[src/rtl/piu_pkg.sv]
// piu_pkg: constants, types and priority helpers for the priority interrupt unit
package piu_pkg;
    // device port selection (internal address bit)
    localparam logic PORT_LOW = 1'b0;
    localparam logic PORT_HIGH = 1'b1;
    // first init word fields
    localparam int W1_START = 4;
    localparam int W1_LTIM = 3;
    localparam int W1_ADI = 2;
    localparam int W1_SNGL = 1;
    localparam int W1_NEED4 = 0;
    localparam int W1_VEC_HI = 7;
    localparam int W1_VEC_LO = 5;
    // fourth init word fields
    localparam int W4_AUTOMATIC_SERVICE_END = 1;
    localparam int W4_SFNM = 4;
    // low-port command selector bits and operation word 3 fields
    localparam int OPW_SEL_HI = 4;
    localparam int OPW_SEL_LO = 3;
    localparam logic [1:0] SEL_OPW2 = 2'h0;
    localparam logic [1:0] SEL_OPW3 = 2'h1;
    localparam int OPW3_RIS = 0;
    localparam int OPW3_RRD = 1;
    // operation word two command field {b7,b6,b5}
    localparam logic [2:0] CMD_ROT_A_CLR = 3'h0;
    localparam logic [2:0] CMD_NS_EOI = 3'h1;
    localparam logic [2:0] CMD_SP_EOI = 3'h3;
    localparam logic [2:0] CMD_ROT_A_SET = 3'h4;
    localparam logic [2:0] CMD_NS_EOI_ROT = 3'h5;
    localparam logic [2:0] CMD_SET_LOW = 3'h6;
    localparam logic [2:0] CMD_SP_EOI_ROT = 3'h7;
    // reset values and call opcode
    localparam logic [7:0] MASK_RST = 8'h00;
    localparam logic [2:0] LOWEST_RST = 3'h7;
    localparam logic [7:0] CALL_OPCODE = 8'hcd;
    localparam logic [7:0] IDLE_DATA = 8'h00;
    // host register offsets (apb byte addresses), field bits and acknowledge byte count
    localparam logic [7:0] HOST_CMD = 8'h00;
    localparam logic [7:0] HOST_ACK = 8'h04;
    localparam logic [7:0] HOST_STAT = 8'h08;
    localparam logic [7:0] HOST_VEC = 8'h0c;
    localparam int CMD_A0 = 8;
    localparam int CMD_RD = 9;
    localparam int STAT_BUSY = 0;
    localparam int STAT_INT = 1;
    localparam int STAT_DATA = 8;
    localparam logic [1:0] ACK_BYTES = 2'h3;

    typedef enum logic [1:0] {ST_WAIT_W1, ST_WAIT_W2, ST_WAIT_W4, ST_RUN} piu_init_e;
    typedef enum logic [1:0] {HS_IDLE, HS_STROBE, HS_CAPT} piu_host_e;

    // rank of a level, 0 is highest, given the level that currently ranks lowest
    function automatic logic [2:0] piu_rank(input logic [2:0] lvl, input logic [2:0] low);
        piu_rank = lvl - low - 3'h1;
    endfunction : piu_rank

    // highest-ranked set bit: {found, level}
    function automatic logic [3:0] piu_pick(input logic [7:0] v, input logic [2:0] low);
        logic [2:0] idx;
        piu_pick = 4'h0;
        for (int k = 7; k >= 0; k--) begin
            idx = low + 3'h1 + k[2:0];
            if (v[idx]) begin
                piu_pick = {1'b1, idx};
            end
        end
    endfunction : piu_pick
endpackage : piu_pkg

[src/rtl/piu_if.sv]
// piu_if: byte port link between the host end and the interrupt unit
interface piu_if (
    input wire logic sys_clk
);
    logic bus_wr;
    logic bus_rd;
    logic bus_a0;
    logic [7:0] bus_wdata;
    logic [7:0] bus_rdata;
    logic bus_ack;
    logic int_req;

    modport dev (
        input bus_wr, bus_rd, bus_a0, bus_wdata, bus_ack,
        output bus_rdata, int_req
    );
    modport host (
        output bus_wr, bus_rd, bus_a0, bus_wdata, bus_ack,
        input bus_rdata, int_req
    );
endinterface : piu_if

[src/rtl/piu_dev.sv]
// piu_dev: eight-input programmable priority interrupt unit, device end
//
// How it works
// - software names lowest level; next one ranks highest
// - status bit n shows line n; zero highest
// - readable, writable mask; set bit blocks input
// - in-service bit per level, cleared by end commands
// - request bits; acknowledge clears highest pending one
// - requests recorded whatever the mask says
// - host low port clears a0, high port sets
// - ready for init at reset; two or three words
// - low port with bit 4 starts init
// - word one bits 7..5 give address a7..a5; only bits 7..6 used at eight spacing
// - word one bit 3 selects level sensing
// - word one bit 2: four or eight spacing
// - software sets single-controller bit in word one
// - word one bit 0 asks word four, else defaults
// - next high-port byte gives address a15..a8
// - software skips word three, single controller only
// - word four sets auto end and nesting modes
// - high port after init loads mask, reset zero
// - low port bits 3,4 low is operation word two
// - operation word two bit 2 is level msb
// - operation word two bits 7..5 pick the command
// - acknowledge gives call opcode then two vector bytes
module piu_dev
    import piu_pkg::*;
(
    input wire logic sys_clk,
    input wire logic rst_b,
    input wire logic ce,
    piu_if.dev link,
    input wire logic [7:0] request_inputs,
    output logic initialised
);

    typedef struct packed {
        piu_init_e st;
        logic [7:0] sync1;
        logic [7:0] sync2;
        logic [7:0] prev;
        logic [7:0] pending_request_bits;
        logic [7:0] in_service_bits;
        logic [7:0] input_mask;
        logic [2:0] vec_lo;
        logic [7:0] vec_hi;
        logic ltim;
        logic adi;
        logic need4;
        logic automatic_service_end;
        logic sfnm;
        logic rot_a;
        logic [2:0] lowest;
        logic read_isr;
        logic [1:0] ack_cnt;
        logic [2:0] ack_lvl;
        logic [7:0] rdata;
        logic irq;
    } piu_dev_s;

    localparam piu_dev_s DEV_RST = '{
        st: ST_WAIT_W1, sync1: 8'h00, sync2: 8'h00, prev: 8'h00, pending_request_bits: 8'h00,
        in_service_bits: 8'h00, input_mask: MASK_RST, vec_lo: 3'h0, vec_hi: 8'h00, ltim: 1'b0,
        adi: 1'b0, need4: 1'b0, automatic_service_end: 1'b0, sfnm: 1'b0, rot_a: 1'b0,
        lowest: LOWEST_RST, read_isr: 1'b0, ack_cnt: 2'h0, ack_lvl: 3'h0,
        rdata: IDLE_DATA, irq: 1'b0
    };

    piu_dev_s r;
    piu_dev_s nxt;

    logic [7:0] pending;
    logic [3:0] req_pick;
    logic [3:0] srv_pick;
    logic [2:0] lvl_sel;
    logic allowed;
    logic [15:0] vector;
    logic [7:0] rise;

    ////////////////////////////////////////////////////////////////////////////
    // priority resolution

    always_comb begin
        pending = r.pending_request_bits & ~r.input_mask;
        req_pick = piu_pick(pending, r.lowest);
        srv_pick = piu_pick(r.in_service_bits, r.lowest);
        // nested: only a strictly higher level may interrupt a service in progress,
        // fully nested also lets the same level through
        if (!srv_pick[3]) begin
            allowed = req_pick[3];
        end else if (r.sfnm) begin
            allowed = req_pick[3]
                && piu_rank(req_pick[2:0], r.lowest) <= piu_rank(srv_pick[2:0], r.lowest);
        end else begin
            allowed = req_pick[3]
                && piu_rank(req_pick[2:0], r.lowest) < piu_rank(srv_pick[2:0], r.lowest);
        end
        lvl_sel = link.bus_wdata[2:0];
        rise = r.sync2 & ~r.prev;
        if (r.adi) begin
            vector = {r.vec_hi, r.vec_lo, r.ack_lvl, 2'b00};
        end else begin
            vector = {r.vec_hi, r.vec_lo[2:1], r.ack_lvl, 3'b000};
        end
    end

    ////////////////////////////////////////////////////////////////////////////
    // next state

    always_comb begin
        nxt = r;
        // pins cross into the clock domain through two flops
        nxt.sync1 = request_inputs;
        nxt.sync2 = r.sync1;
        nxt.prev = r.sync2;

        // request capture ignores the mask
        if (r.ltim) begin
            nxt.pending_request_bits = r.sync2;
        end else begin
            nxt.pending_request_bits = r.pending_request_bits | rise;
        end

        // acknowledge sequence: opcode, low byte, high byte
        if (link.bus_ack) begin
            case (r.ack_cnt)
                2'h0: begin
                    nxt.rdata = CALL_OPCODE;
                    nxt.ack_cnt = 2'h1;
                    if (req_pick[3]) begin
                        nxt.ack_lvl = req_pick[2:0];
                        nxt.in_service_bits[req_pick[2:0]] = 1'b1;
                        // a fresh edge landing in the acknowledge cycle wins over the clear
                        nxt.pending_request_bits[req_pick[2:0]] = rise[req_pick[2:0]] && !r.ltim;
                    end else begin
                        // nothing pending: answer as if line seven asked
                        nxt.ack_lvl = 3'h7;
                    end
                end
                2'h1: begin
                    nxt.rdata = vector[7:0];
                    nxt.ack_cnt = 2'h2;
                end
                default: begin
                    nxt.rdata = vector[15:8];
                    nxt.ack_cnt = 2'h0;
                    if (r.automatic_service_end) begin
                        nxt.in_service_bits[r.ack_lvl] = 1'b0;
                        if (r.rot_a) begin
                            nxt.lowest = r.ack_lvl;
                        end
                    end
                end
            endcase
        end

        if (link.bus_rd) begin
            if (link.bus_a0 == PORT_HIGH) begin
                nxt.rdata = r.input_mask;
            end else begin
                nxt.rdata = r.read_isr ? r.in_service_bits : r.pending_request_bits;
            end
        end

        if (link.bus_wr) begin
            if (link.bus_a0 == PORT_LOW && link.bus_wdata[W1_START]) begin
                nxt.st = ST_WAIT_W2;
                nxt.vec_lo = link.bus_wdata[W1_VEC_HI:W1_VEC_LO];
                nxt.ltim = link.bus_wdata[W1_LTIM];
                nxt.adi = link.bus_wdata[W1_ADI];
                nxt.need4 = link.bus_wdata[W1_NEED4];
                nxt.automatic_service_end = 1'b0;
                nxt.sfnm = 1'b0;
                nxt.input_mask = MASK_RST;
                nxt.in_service_bits = 8'h00;
                nxt.pending_request_bits = 8'h00;
                nxt.rot_a = 1'b0;
                nxt.lowest = LOWEST_RST;
                nxt.read_isr = 1'b0;
                nxt.ack_cnt = 2'h0;
            end else begin
                case (r.st)
                    ST_WAIT_W2: begin
                        if (link.bus_a0 == PORT_HIGH) begin
                            nxt.vec_hi = link.bus_wdata;
                            nxt.st = r.need4 ? ST_WAIT_W4 : ST_RUN;
                        end
                    end
                    ST_WAIT_W4: begin
                        if (link.bus_a0 == PORT_HIGH) begin
                            nxt.automatic_service_end = link.bus_wdata[W4_AUTOMATIC_SERVICE_END];
                            nxt.sfnm = link.bus_wdata[W4_SFNM];
                            nxt.st = ST_RUN;
                        end
                    end
                    ST_RUN: begin
                        if (link.bus_a0 == PORT_HIGH) begin
                            nxt.input_mask = link.bus_wdata;
                        end else if (link.bus_wdata[OPW_SEL_HI:OPW_SEL_LO] == SEL_OPW2) begin
                            case (link.bus_wdata[7:5])
                                CMD_ROT_A_CLR: nxt.rot_a = 1'b0;
                                CMD_ROT_A_SET: nxt.rot_a = 1'b1;
                                CMD_NS_EOI: begin
                                    if (srv_pick[3]) begin
                                        nxt.in_service_bits[srv_pick[2:0]] = 1'b0;
                                    end
                                end
                                CMD_NS_EOI_ROT: begin
                                    if (srv_pick[3]) begin
                                        nxt.in_service_bits[srv_pick[2:0]] = 1'b0;
                                        nxt.lowest = srv_pick[2:0];
                                    end
                                end
                                CMD_SP_EOI: nxt.in_service_bits[lvl_sel] = 1'b0;
                                CMD_SET_LOW: nxt.lowest = lvl_sel;
                                CMD_SP_EOI_ROT: begin
                                    nxt.in_service_bits[lvl_sel] = 1'b0;
                                    nxt.lowest = lvl_sel;
                                end
                                default: nxt.rot_a = r.rot_a;
                            endcase
                        end else if (link.bus_wdata[OPW_SEL_HI:OPW_SEL_LO] == SEL_OPW3) begin
                            if (link.bus_wdata[OPW3_RRD]) begin
                                nxt.read_isr = link.bus_wdata[OPW3_RIS];
                            end
                        end
                    end
                    default: nxt.st = r.st;
                endcase
            end
        end

        // the request drops while an acknowledge is under way so it is not taken twice
        nxt.irq = (nxt.st == ST_RUN) && allowed && !link.bus_ack && (r.ack_cnt == 2'h0);
    end

    ////////////////////////////////////////////////////////////////////////////
    // state register

    always_ff @(posedge sys_clk or negedge rst_b) begin
        if (!rst_b) begin
            r <= DEV_RST;
        end else if (ce) begin
            r <= nxt;
        end
    end

    assign link.bus_rdata = r.rdata;
    assign link.int_req = r.irq;
    assign initialised = (r.st == ST_RUN);

endmodule : piu_dev

[src/flat_wrapper.sv]
// flat-port wrapper written by rule: the top's interface ports become plain ports
module piu_dev_flat import piu_pkg::*;
  (sys_clk, rst_b, ce, request_inputs, initialised, link_bus_wr, link_bus_rd, link_bus_a0, link_bus_wdata, link_bus_ack, link_bus_rdata, link_int_req);
  piu_if link_i (.sys_clk(sys_clk));
  input wire logic sys_clk;
  input wire logic rst_b;
  input wire logic ce;
  input wire logic [7:0] request_inputs;
  output logic initialised;
  input wire logic [$bits(link_i.bus_wr)-1:0] link_bus_wr;
  input wire logic [$bits(link_i.bus_rd)-1:0] link_bus_rd;
  input wire logic [$bits(link_i.bus_a0)-1:0] link_bus_a0;
  input wire logic [$bits(link_i.bus_wdata)-1:0] link_bus_wdata;
  input wire logic [$bits(link_i.bus_ack)-1:0] link_bus_ack;
  output wire logic [$bits(link_i.bus_rdata)-1:0] link_bus_rdata;
  output wire logic [$bits(link_i.int_req)-1:0] link_int_req;
  assign link_i.bus_wr = link_bus_wr;
  assign link_i.bus_rd = link_bus_rd;
  assign link_i.bus_a0 = link_bus_a0;
  assign link_i.bus_wdata = link_bus_wdata;
  assign link_i.bus_ack = link_bus_ack;
  assign link_bus_rdata = link_i.bus_rdata;
  assign link_int_req = link_i.int_req;
  piu_dev u_core (.sys_clk(sys_clk), .rst_b(rst_b), .ce(ce), .link(link_i), .request_inputs(request_inputs), .initialised(initialised));
endmodule
[config.mk]
export PLATFORM = sky130hd
export DESIGN_NAME = piu_dev_flat
export DESIGN_NICKNAME = d
export VERILOG_FILES = /design/src/rtl/piu_pkg.sv /design/src/rtl/piu_if.sv /design/src/rtl/piu_dev.sv /design/src/flat_wrapper.sv
export SDC_FILE = /design/constraint.sdc
export NUM_CORES = 1
export LEC_CHECK = 0
export BUFFER_PORTS_ARGS = -buffer_cell sky130_fd_sc_hd__buf_2
export CAP_MARGIN = 30
export CORE_ASPECT_RATIO = 0.7
export CORE_MARGIN = 4
export CORE_UTILIZATION = 45
export CTS_BUF_LIST = sky130_fd_sc_hd__clkbuf_8
export CTS_CLUSTER_SIZE = 10
export DETAILED_ROUTE_END_ITERATION = 8
export HOLD_SLACK_MARGIN = 0.08
export PLACE_DENSITY_LB_ADDON = 0.1
export SYNTH_ARGS = -nofsm -noshare
export SYNTH_HDL_FRONTEND = slang
export SYNTH_SLANG_ARGS = --single-unit
export TNS_END_PERCENT = 1
[constraint.sdc]
create_clock -name sys_clk -period 14.2 [get_ports sys_clk]
set_clock_uncertainty 0.15 [all_clocks]
set_input_delay 2.84 -clock sys_clk [delete_from_list [all_inputs] [get_ports sys_clk]]
set_output_delay 2.84 -clock sys_clk [all_outputs]
set_load 0.03 [all_outputs]
---- Word level (Yosys, flattened, before mapping) ----
Cells that the tools add are included.
Widths: inputs -> output; s select.
word-level totals
  input bits .............................. 23
  output and inout bits ................... 10
  register bits ........................... 85
  word-level logic and storage cells ...... 228
operators by class
  $lt $le $gt $ge ......................... 18
  muxes and demuxes ....................... 113
  reduce and logical (&&, ||, !) cells .... 36
  add/sub/neg operators ................... 12
  bitwise logic cells ..................... 14
  equal/unequal tests ..................... 14
operators with widths
  kind                 count
  $mux 8               14
  $mux 4               17
  $mux 16              4
  $bmux 1 s3           17
  $lt 3x4->1 const B   12
  $pmux 8 s2           3
  $mux 47              1
  $and 8x8->8          5
  $not 8->8            5
  $mux 1               27
  $mux 3               9
  $or 8x8->8           2
  $mux 2               7
  $reduce_bool 2->1    7
  $mux 13              1
  $add 3x3->3 const B  4
  $demux 1 s3          4
  $eq 3x3->1 const B   4
  $ge 3x1->1 const B   4
  $logic_and 1x1->1    11
  $mux 5               2
  $bwmux 8             1
  $pmux 2 s2           2
  $reduce_and 4->1     2
  26 further kinds     42

---- Depth between registers and ports, before layout ----
Gate-level depths: netlist of run 1.
  depth in word-level cells ............... 28
  depth in mapped cells ................... 26
  mapped depth without buffers ............ 20

---- Least setup slack after synthesis of run 1 ----
Ideal clock, no wire load.
  path kind ............................... register to register
  start point ............................. register u_core.r[15] (netlist bit)
  end point ............................... register u_core.r, in the netlist u_core.link.int_req
  setup slack ............................. 8.898 ns
  clock period less this slack ............ 5.302 ns
  cell stages (with the launch flop) ...... 24
  arrival ................................. 5.031 ns
  library setup time ...................... 0.122 ns
  path buffers ............................ 7
  required time ........................... 13.928 ns
  cells stage by stage .................... dfstp_2 > buf_6 > buf_4 > inv_2 > clkbuf_1 > ha_1 > buf_6 > buf_8 > buf_8 > mux4_2 > mux2i_4 > or4b_1 > a22oi_2 > o22ai_2 > buf_6 > fa_1 > xnor2_1 > xnor2_1 > ha_1 > nand4_1 > o21ai_0 > nor2_1 > nor2_1 > a32o_1
between the ends
  longest elaborated chain between the ends .. 21
  elaborated cells on any way between the ends .. 69
  classes of those cells .................. add/sub (12); order compare (2); mux (50); reduce/logical (5)
ends and longest elaborated chain
  item                                             line                          RTL
  start, declared                                  piu_dev.sv:69                 piu_dev_s r;
  start signal, assigned                           piu_dev.sv:244                r <= nxt;
  $add 3x1->3                                      piu_pkg.sv:62                 idx = low + 3'h1 + k[2:0];
  $add 3x3->3                                      piu_pkg.sv:62
  $bmux 1 s3                                       piu_pkg.sv:63                 if (v[idx]) begin
  $mux 1 (not written as such)                     piu_pkg.sv:63
  $mux 4 (8 in series)                             piu_pkg.sv:63
  $sub 3x3->3                                      piu_pkg.sv:54                 piu_rank = lvl - low - 3'h1;
  $sub 3x1->3                                      piu_pkg.sv:54
  $lt 3x3->1 / $le 3x3->1 (equally long branches)  piu_dev.sv:96, piu_dev.sv:93
  $logic_and 1x1->1, on equally long branches      piu_dev.sv:96, piu_dev.sv:93
  $mux 1                                           piu_dev.sv:91                 end else if (r.sfnm) begin
  $mux 1 *                                         piu_dev.sv:89                 if (!srv_pick[3]) begin
  $logic_and 1x1->1 * (3 in series)                piu_dev.sv:234                nxt.irq = (nxt.st == ST_RUN) && allowed && !link.bus_ack && (r.ack_cnt == 2'h0);
Mark *: on every way between the ends. The rest lies on a longest branch, timed or not. The select of a mux whose other input is x is not followed.
A chain may end at the register's enable or synchronous reset.

---- Worst setup path after layout of run 1 ----
Ends and elaborated chain as after synthesis.

==> flow_metrics.py, run 1 <==
metrics = {
    "status": {
        "status": "complete, no violations",
    },
    "cts": {
        "cts_resized": 0,
        "h-tree-depth": 3,
        "clkLatencyLatePin_ps": 380,
        "cts_root_buffer": "clkbuf_8",
        "hold_buffers": 0,
        "cts_max_path_buffers": 2,
        "cts_setup_buffers": 0,
        "cts_sinks": 85,
        "cts_tree": "done",
        "cts.clk_slew.worst_paths_ps": 100,
        "cts_buffers": 9,
    },
    "grt": {
        "grt_max_degree": 68,
        "grt_first_pass_wirelength_mm": 35.0,
        "grt_overflow": 0,
        "antenna_found_initial": 0,
        "grt_pass1_vias": 6143,
        "grt.total_usage_pct": 24.9,
    },
    "yosys": {
        "synthCells": 796,
        "netlist_top_cells_count": "nand2_1, dfrtp_1, o21ai_0",
        "synth_nets": 832,
        "ys_ff_latch": 85,
        "synth_most_common_cell": "nand2_1",
        "async_reset_ff_share_pct": 100,
        "synth_area_um2": 7150,
        "synthFlopType": "dfrtp_1",
        "ys_top_cells_by_area": "dfrtp_1, mux2_2, mux4_2",
        "synth-edff-count": 0,
        "synth_top_area_share_pct": 28.7,
        "avgSynthCellArea_um2": 8.98,
        "yosys.area.top_type": "dfrtp_1",
        "synth_warnings": 0,
        "ys_types": 102,
        "ys_seq_area_share_pct": 29.8,
    },
    "detailed_routing": {
        "wire_per_inst_um": 22.5,
        "postRouteWirelength_mm": 22.3,
        "ant_nets": 0,
        "drt-initial-drc-count": 717,
        "dr.pass1.iters": 5,
        "post-route-drc-count": 0,
        "vias_per_cell": 6.58,
        "vias": 6511,
    },
    "setup_path": {
        "ff2ff_path_depth": 21,
        "crit_required_ps": 14320,
        "r2r_end": "u_core.link.int_req$_DFFE_PN0P_",
        "startpoint_type": "flip-flop",
        "cp.arrival_ps": 6390,
        "critPathKind": "flip-flop to flip-flop",
        "path_max_fanout": 41,
        "endpoint_kind": "flip-flop",
        "rrSetupSlack_ps": 7940,
        "rr_startpoint": "u_core.r[15]$_DFFE_PN1P_",
    },
    "die": {
        "ios": 33,
        "fp.dieH_um": 113,
        "coreArea_um2": 15500,
        "rows": 38,
        "die_width_um": 159,
        "start_util_pct": 46.0,
        "die-area_um2": 18000,
    },
    "worst_hold_path": {
        "hp-start": "u_core.r[29]$_DFFE_PN0P_",
        "hold_depth": 2,
        "hold_class": "flip-flop to flip-flop",
        "hold-path-endpoint": "u_core.r[29]$_DFFE_PN0P_",
    },
    "final_layout": {
        "insertedDiodeCount": 0,
        "drive_above_1_share_pct": 19.4,
        "syn_to_final_growth_pct": 4.69,
        "fin_nets": 820,
        "num-fill-cells": 1463,
    },
    "sta": {
        "clock.fmax_mhz": 160,
        "fin_tns_setup_ps": 0,
        "setup_violations": 0,
        "grt_setup_unrepaired": "no",
        "fin_crit_ps": 6260,
        "min_period_over_period_pct": 44.1,
        "fin_ws_ps": 7940,
        "hold_viol": 0,
        "max_slew_margin_pct": 21.4,
        "tightestPinTransition_ps": 1180,
        "slew_viol_final": 0,
    },
    "pwr": {
        "pwr_density_cell_nw_per_um2": 204,
        "irDropWorstVdd_mv": 0.0896,
        "power_leakage_nw": 3.00,
    },
    "place": {
        "gp_congestion": 0.943,
        "hpwl_mm": 16.5,
        "port_buffers": 32,
        "place_ws_ps": 7950,
    },
    "job": {
        "drv_cap": 0,
    },
}
[through the flow]
stage	hold slack (ps)	area (um^2)	utilization [%]	power, mW	instances
2_1_floorplan	294	7150	-	1.11	796
3_3_place_gp	318	7280	46.8	1.30	973
3_5_place_dp	322	7280	46.8	1.32	973
4_1_cts	347	7490	48.1	1.51	989
5_1_grt	378	7490	48.1	1.63	989
6_report	345	7490	48.1	1.53	989
[worst max path at each step]
stage	from	end	slack, ps	cells past startpoint
after global placement	u_core.r[15]$_DFFE_PN1P_	u_core.link.int_req$_DFFE_PN0P_	8070	18
final	u_core.r[15]$_DFFE_PN1P_	u_core.link.int_req$_DFFE_PN0P_	7940	21
after CTS	u_core.r[15]$_DFFE_PN1P_	u_core.link.int_req$_DFFE_PN0P_	7920	18
after floorplan	u_core.r[15]$_DFFE_PN1P_	u_core.link.int_req$_DFFE_PN0P_	8900	23
after detailed placement	u_core.r[15]$_DFFE_PN1P_	u_core.link.int_req$_DFFE_PN0P_	7950	18
after global routing	u_core.r[15]$_DFFE_PN1P_	u_core.link.int_req$_DFFE_PN0P_	7570	21
[sequential cells by signal (all words and copies together), names as in the netlist]
| signal | flops |
|---|---|
| u_core.r | 60 |
| u_core.nxt | 16 |
| u_core.link.bus_rdata | 8 |
| u_core.link.int_req | 1 |
[where the power goes]
| part | internal [mW] | switching (mW) | total (mW) |
|---|---|---|---|
| clock network | 0.0857 | 0.105 | 0.191 |
| registers | 0.302 | 0.0897 | 0.392 |
| logic | 0.380 | 0.565 | 0.945 |
| total | 0.768 | 0.760 | 1.53 |
[cell families (layout without fill, tap and decap cells)]
family / after synthesis / after routing / synth area share (%)
mux: 94 / 94 / 17.8
flops: 85 / 85 / 29.8
simple gates: 271 / 271 / 19.5
xor+xnor: 9 / 9 / 1.73
compound gates: 224 / 224 / 21.9
buf+inv: 100 / 93 / 6.75
fa+ha+maj: 13 / 13 / 2.48
[critical path: stages, from the launching register on]
cell,delay [ps]
dfstp_2,530
buf_4,410
inv_2,270
ha_1,820
buf_4,440
mux4_2,630
mux2i_2,320
o211ai_1,160
o221ai_2,330
nand2_4,120
inv_6,120
ha_1,150
inv_1,50
fa_1,370
xnor2_1,140
xnor2_1,160
ha_1,340
nand4_1,100
o21ai_0,90
nor2_1,110
nor2_1,50
a32o_1,260
[cell usage in the layout (no fill, tap or decap), drive strengths merged, types with 7 or more instances in the layout]
| cell type | instances |
|---|---|
| nand2 | 94 |
| dfrtp | 82 |
| o21ai | 58 |
| nor2 | 53 |
| mux2 | 47 |
| inv | 44 |
| a21oi | 43 |
| buf | 37 |
| mux2i | 28 |
| nand3 | 24 |
| mux4 | 19 |
| nor2b | 16 |
| nand2b | 15 |
| ha | 11 |
| o221ai | 11 |
| and3 | 10 |
| a211oi | 10 |
| o22ai | 10 |
| clkbuf | 9 |
| nand3b | 8 |
| a31oi | 8 |
| nor3 | 8 |
| nor4 | 8 |
| o211ai | 8 |
| and2 | 8 |
| a22o | 7 |
[cell type report]
cell class / instances / area (um^2) / area share [%]
clock buffer: 9 / 124 / 1.65
tap: 200 / 250 / 3.34
inverter: 40 / 158 / 2.11
multi-input combinational: 611 / 4540 / 60.6
sequential: 85 / 2130 / 28.5
timing repair buffer: 37 / 200 / 2.67
clock inverter: 7 / 86.3 / 1.15
[per-layer routing]
layer | global-route usage [%] | vias to the layer above | routed length (um)
li1 | - | 2943 | -
met1 | 37.7 | 3170 | 10100
met2 | 36.0 | 360 | 9590
met3 | 5.80 | 38 | 2160
met4 | 6.02 | 0 | 388
met5 | 0 | - | 0
Note: power is estimated with default switching activity, not from simulation.
==> inputs of run 2 (changes only) <==
==> constraint.sdc (replaced) <==
create_clock -name sys_clk -period 6.4 [get_ports sys_clk]
set_clock_uncertainty 0.15 [all_clocks]
set_input_delay 1.28 -clock sys_clk [delete_from_list [all_inputs] [get_ports sys_clk]]
set_output_delay 1.28 -clock sys_clk [all_outputs]
set_load 0.03 [all_outputs]
==> run 2 against run 1 <==
  * Design area rose by 0.27%
  * Clock power rose by 110%
  * Sequential share of layout area fell by 0.076 points
  * Critical endpoint unchanged
  * Cell count rose by 0.40%
  * Sequential cell count did not move
  * Sequential power rose by 120%
  * Hold slack improved by 5.9 ps
  * Power rose by 120%
==> flow_metrics.py, run 2 (same netlist as run 1, synthesis figures left out) <==
metrics = {
    "pwr": {
        "pwr_density_cell_nw_per_um2": 451,
        "irDropWorstVdd_mv": 0.188,
        "power_leakage_nw": 3.02,
    },
    "sta": {
        "clock.fmax_mhz": 190,
        "setup_violations": 0,
        "hold_slack_ps": 351,
        "max_slew_margin_pct": 19.8,
        "fin_crit_ps": 5250,
        "grt_setup_unrepaired": "no",
        "tightestPinTransition_ps": 1200,
        "min_period_over_period_pct": 82.1,
        "slew_viol_final": 0,
        "hold_viol": 0,
        "fin_tns_setup_ps": 0,
    },
    "cts": {
        "cts_sinks": 85,
        "cts_tree": "done",
        "cts_resized": 0,
        "clkLatencyLatePin_ps": 370,
        "hold_buffers": 0,
        "cts_buffers": 9,
        "cts_max_path_buffers": 2,
        "cts_setup_buffers": 0,
        "h-tree-depth": 3,
        "cts_root_buffer": "clkbuf_8",
        "cts.clk_slew.worst_paths_ps": 100,
    },
    "detailed_routing": {
        "postRouteWirelength_mm": 22.4,
        "vias_per_cell": 6.51,
        "dr.pass1.iters": 5,
        "vias": 6465,
        "ant_nets": 0,
        "drt-initial-drc-count": 656,
        "post-route-drc-count": 0,
        "wire_per_inst_um": 22.6,
    },
    "setup_path": {
        "cp.arrival_ps": 5370,
        "path_max_fanout": 15,
        "cpLargestDelayFamily": "adder cells",
        "rr_startpoint": "u_core.r[15]$_DFFE_PN1P_",
        "rrSetupSlack_ps": 1150,
        "critPathSlowestCell": "mux4_2",
        "crit_required_ps": 6520,
        "endpoint_kind": "flip-flop",
        "worstSetupPathDepth": 19,
        "cp_num_buf_inv": 3,
        "worstPathCellList": "inv_2, ha_1, buf_4, mux4_2, mux2_2, o211ai_1, a311o_1, and3_1, ha_1, inv_1, fa_1, xnor2_1, xnor2_1, ha_1, o21a_1, o21ai_0, nor2_1, nor2_1, a32o_1",
        "cpPeakStageDelay_ps": 610,
        "crit_top_cell": "ha_1",
        "critPathKind": "flip-flop to flip-flop",
        "ff2ff_path_depth": 19,
        "startpoint": "u_core.r[15]$_DFFE_PN1P_",
        "r2r_end": "u_core.link.int_req$_DFFE_PN0P_",
        "crit_end": "u_core.link.int_req$_DFFE_PN0P_",
        "startpoint_type": "flip-flop",
    },
    "final_layout": {
        "final_cell_mix": "nand2_1, dfrtp_1, o21ai_0, nor2_1, mux2_2",
        "instances_no_fill": 993,
        "num-fill-cells": 1494,
        "largest_reg_flops": 60,
        "layout_commonest_cell": "nand2_1",
        "fin_nets": 824,
        "syn_to_final_growth_pct": 4.97,
        "insertedDiodeCount": 0,
        "largest-register": "u_core.r",
        "drive_above_1_share_pct": 19.8,
    },
    "die": {
        "coreArea_um2": 15500,
        "die_width_um": 159,
        "fp.dieH_um": 113,
        "rows": 38,
        "start_util_pct": 46.0,
        "die-area_um2": 18000,
        "ios": 33,
    },
    "grt": {
        "grt_max_degree": 68,
        "antenna_found_initial": 1,
        "grt_overflow": 0,
        "grt_pass1_vias": 6170,
        "grt_first_pass_wirelength_mm": 35.1,
        "grt.total_usage_pct": 25.0,
    },
    "place": {
        "gp_congestion": 0.902,
        "dp.cells": 977,
        "port_buffers": 32,
        "hpwl_mm": 16.5,
    },
    "status": {
        "status": "complete, no violations",
    },
    "job": {
        "drv_cap": 0,
    },
    "worst_hold_path": {
        "hold_depth": 2,
        "hold_class": "flip-flop to flip-flop",
    },
}
## run 2: changes by cell type in the layout (fill, tap and decap cells not counted), sizes merged
cell	before	now
buf	37	41
inv	44	43
clkinvlp	1	0
bufinv	1	0
clkinv	1	4
## run 2: layer usage
layer | part of all wire, % | GRT usage [%] | wire [um] | vias to the layer above
met4 | 1.5 | 4.94 | 336 | 2
met1 | 47 | 38.2 | 10400 | 3190
met2 | 43 | 36.5 | 9640 | 289
met5 | 0.058 | 0 | 13 | -
met3 | 8.8 | 5.65 | 1980 | 34
li1 | - | - | - | 2950
## run 2: layout make-up
class                      count  area (um^2)  area share [%]
clock buffer                   9          124            1.65
clock inverter                 7         76.3            1.02
inverter                      40          158            2.10
multi-input combinational    611         4540            60.4
sequential                    85         2130            28.4
tap                          200          250            3.33
timing repair buffer          41          230            3.07
## run 2: worst reg2reg max path, cell delays in order (launching register included)
cell and delay [ps]:
dfstp_2 590, inv_2 170, ha_1 570, buf_4 290, mux4_2 610, mux2_2 330
o211ai_1 170, a311o_1 180, and3_1 290, ha_1 190, inv_1 50, fa_1 370
xnor2_1 150, xnor2_1 150, ha_1 300, o21a_1 110, o21ai_0 60, nor2_1 110
nor2_1 60, a32o_1 260
## run 2: how the worst min path moves through the flow
stage / start / to
2_1_floorplan: u_core.r[32]$_DFFE_PN0P_ / u_core.r[32]$_DFFE_PN0P_
3_3_place_gp: u_core.r[34]$_DFFE_PN0P_ / u_core.r[34]$_DFFE_PN0P_
3_5_place_dp: u_core.r[34]$_DFFE_PN0P_ / u_core.r[34]$_DFFE_PN0P_
4_1_cts: u_core.r[34]$_DFFE_PN0P_ / u_core.r[34]$_DFFE_PN0P_
5_1_grt: u_core.r[26]$_DFFE_PN0P_ / u_core.r[26]$_DFFE_PN0P_
6_report: u_core.r[32]$_DFFE_PN0P_ / u_core.r[32]$_DFFE_PN0P_
## run 2: through the flow
step / power (mW) / worst slack, ps / instance area, um^2 / utilization, %
2_1_floorplan: 2.45 / 1100 / 7150 / -
3_3_place_gp: 2.92 / 1200 / 7310 / 47.0
3_5_place_dp: 2.96 / 1170 / 7310 / 47.0
4_1_cts: 3.37 / 1140 / 7510 / 48.3
5_1_grt: 3.63 / 795 / 7510 / 48.3
6_report: 3.39 / 1150 / 7510 / 48.3
## run 2: where the power goes
group / switching, mW / internal, mW
Clock: 0.245 / 0.156
Sequential: 0.199 / 0.670
Combinational: 1.26 / 0.858
==> inputs of run 3 (changes only) <==
==> constraint.sdc (replaced) <==
create_clock -name sys_clk -period 5.2 [get_ports sys_clk]
set_clock_uncertainty 0.15 [all_clocks]
set_input_delay 1.04 -clock sys_clk [delete_from_list [all_inputs] [get_ports sys_clk]]
set_output_delay 1.04 -clock sys_clk [all_outputs]
set_load 0.03 [all_outputs]
==> run 3 against run 2 <==
  * Routed wire length increased by 2.4%
  * Global-route usage increased by 0.62 points
  * Largest cell class unchanged
  * Register-to-register slack got worse by 770 ps
  * Count of clock-buffer cells in the layout unchanged
  * Combinational power increased by 26%
==> flow_metrics.py, run 3 (same netlist as run 1, synthesis figures left out) <==
metrics = {
    "cts": {
        "cts.clk_slew.worst_paths_ps": 100,
        "clkLatencyLatePin_ps": 360,
        "h-tree-depth": 3,
        "cts_max_path_buffers": 2,
        "cts_sinks": 85,
        "cts_buffers": 9,
        "cts_root_buffer": "clkbuf_8",
        "cts_tree": "done",
        "hold_buffers": 0,
    },
    "setup_path": {
        "critPathKind": "flip-flop to flip-flop",
        "path_max_fanout": 20,
        "critPathSlowestCell": "mux4_2",
        "endpoint_kind": "flip-flop",
        "worstPathCellList": "inv_2, ha_2, buf_12, mux4_2, mux2_2, o211ai_1, a311o_1, and3_2, ha_1, inv_1, fa_1, xnor2_1, xnor2_1, ha_1, nand4_1, o21ai_0, nor2_1, nor2_1, a32o_1",
        "crit_required_ps": 5310,
        "cpLargestDelayFamily": "adder cells",
        "cp.arrival_ps": 4940,
        "cpPeakStageDelay_ps": 580,
        "startpoint_type": "flip-flop",
        "cp_num_buf_inv": 3,
        "startpoint": "u_core.r[15]$_DFFE_PN1P_",
        "rr_startpoint": "u_core.r[15]$_DFFE_PN1P_",
    },
    "worst_hold_path": {
        "hold_class": "flip-flop to flip-flop",
        "hp-start": "u_core.r[34]$_DFFE_PN0P_",
    },
    "final_layout": {
        "fin_nets": 833,
        "final_cell_mix": "nand2_1, dfrtp_1, o21ai_0, nor2_1, mux2_2",
        "syn_to_final_growth_pct": 6.51,
        "instances_no_fill": 1002,
        "insertedDiodeCount": 0,
        "largest_reg_flops": 60,
        "largest-register": "u_core.r",
        "layout_commonest_cell": "nand2_1",
        "drive_above_1_share_pct": 20.9,
    },
    "sta": {
        "clock.fmax_mhz": 207,
        "max_slew_margin_pct": 26.2,
        "min_period_over_period_pct": 92.8,
        "grt_setup_unrepaired": "no",
        "setup_violations": 0,
        "slew_viol_final": 0,
        "fin_tns_setup_ps": 0,
        "tightestPinTransition_ps": 1110,
        "fin_crit_ps": 4820,
        "hold_viol": 0,
    },
    "detailed_routing": {
        "drt-initial-drc-count": 662,
        "post-route-drc-count": 0,
        "route.met2.wl_mm": 9.70,
        "vias": 6503,
        "wire_per_inst_um": 22.9,
        "ant_nets": 0,
        "vias_per_cell": 6.49,
        "postRouteWirelength_mm": 22.9,
        "drt-met1-wl_mm": 11.0,
        "dr.pass1.iters": 7,
        "routed-wl-met3_mm": 2.02,
        "top_layer": "met4",
    },
    "place": {
        "dp.cells": 986,
        "gp_congestion": 0.936,
        "port_buffers": 32,
        "hpwl_mm": 17.2,
    },
    "grt": {
        "grt_overflow": 0,
        "grt_first_pass_wirelength_mm": 35.9,
        "grt_pass1_vias": 6209,
        "grt_max_degree": 68,
        "grt.total_usage_pct": 25.7,
        "antenna_found_initial": 0,
    },
    "die": {
        "die-area_um2": 18000,
        "ios": 33,
        "start_util_pct": 46.0,
        "rows": 38,
        "die_width_um": 159,
        "fp.dieH_um": 113,
        "coreArea_um2": 15500,
    },
    "pwr": {
        "power_leakage_nw": 3.08,
        "pwr_density_cell_nw_per_um2": 563,
        "irDropWorstVdd_mv": 0.201,
    },
    "job": {
        "drv_cap": 0,
    },
    "status": {
        "status": "complete, no violations",
    },
}
-- run 3: final cells by class --
cell class,count,area [um^2]
Timing Repair Buffer,50,310
Fill cell,1487,7930
Clock buffer,9,124
Inverter,40,158
Tap cell,200,250
Multi-Input combinational cell,611,4540
Sequential cell,85,2130
Clock inverter,7,103
-- run 3: layer usage --
layer | vias to the layer above | global-route usage, %
met5 | - | 0
li1 | 2972 | -
met2 | 325 | 37.3
met3 | 21 | 5.76
met1 | 3185 | 39.7
met4 | 0 | 4.03
-- run 3: power breakdown --
group / switching (mW) / leakage [nW] / internal, mW / total (mW)
logic: 1.58 / 1.93 / 1.09 / 2.67
clock network: 0.276 / 0.117 / 0.279 / 0.555
registers: 0.239 / 1.03 / 0.824 / 1.06
-- run 3: worst paths after layout --
kind	to	cells after the start	slack, ps
worst max-delay path	u_core.link.int_req$_DFFE_PN0P_	19	380
worst min-delay path	u_core.r[34]$_DFFE_PN0P_	2	350
worst max register to register	u_core.link.int_req$_DFFE_PN0P_	19	380
worst min register to register	u_core.r[34]$_DFFE_PN0P_	2	350
max in group asynchronous	u_core.r[66]$_DFFE_PN0P_	2	3390
min in group asynchronous	u_core.r[19]$_DFFE_PN0P_	1	620
-- run 3: timing repair --
action	4_1_cts	5_1_grt
endpoints found under the setup margin	0	1
buffers inserted	0	0
gates resized for setup	0	2
-- run 3: tightest hold or removal path, cell delays in order, from the launching register on --
cell     delay [ps]
dfrtp_1         360
nand2_1          50
o21ai_0          60
-- run 3: metrics by stage --
stage	utilization, %	hold slack, ps	power, mW	worst slack (ps)	cell area, um^2
after floorplan	-	294	3.02	7.61	7160
after global placement	47.5	315	3.65	361	7390
after detailed placement	47.5	329	3.69	242	7390
after CTS	49.0	352	4.26	231	7610
after global routing	49.0	372	4.61	37.4	7620
final	49.0	350	4.29	375	7620
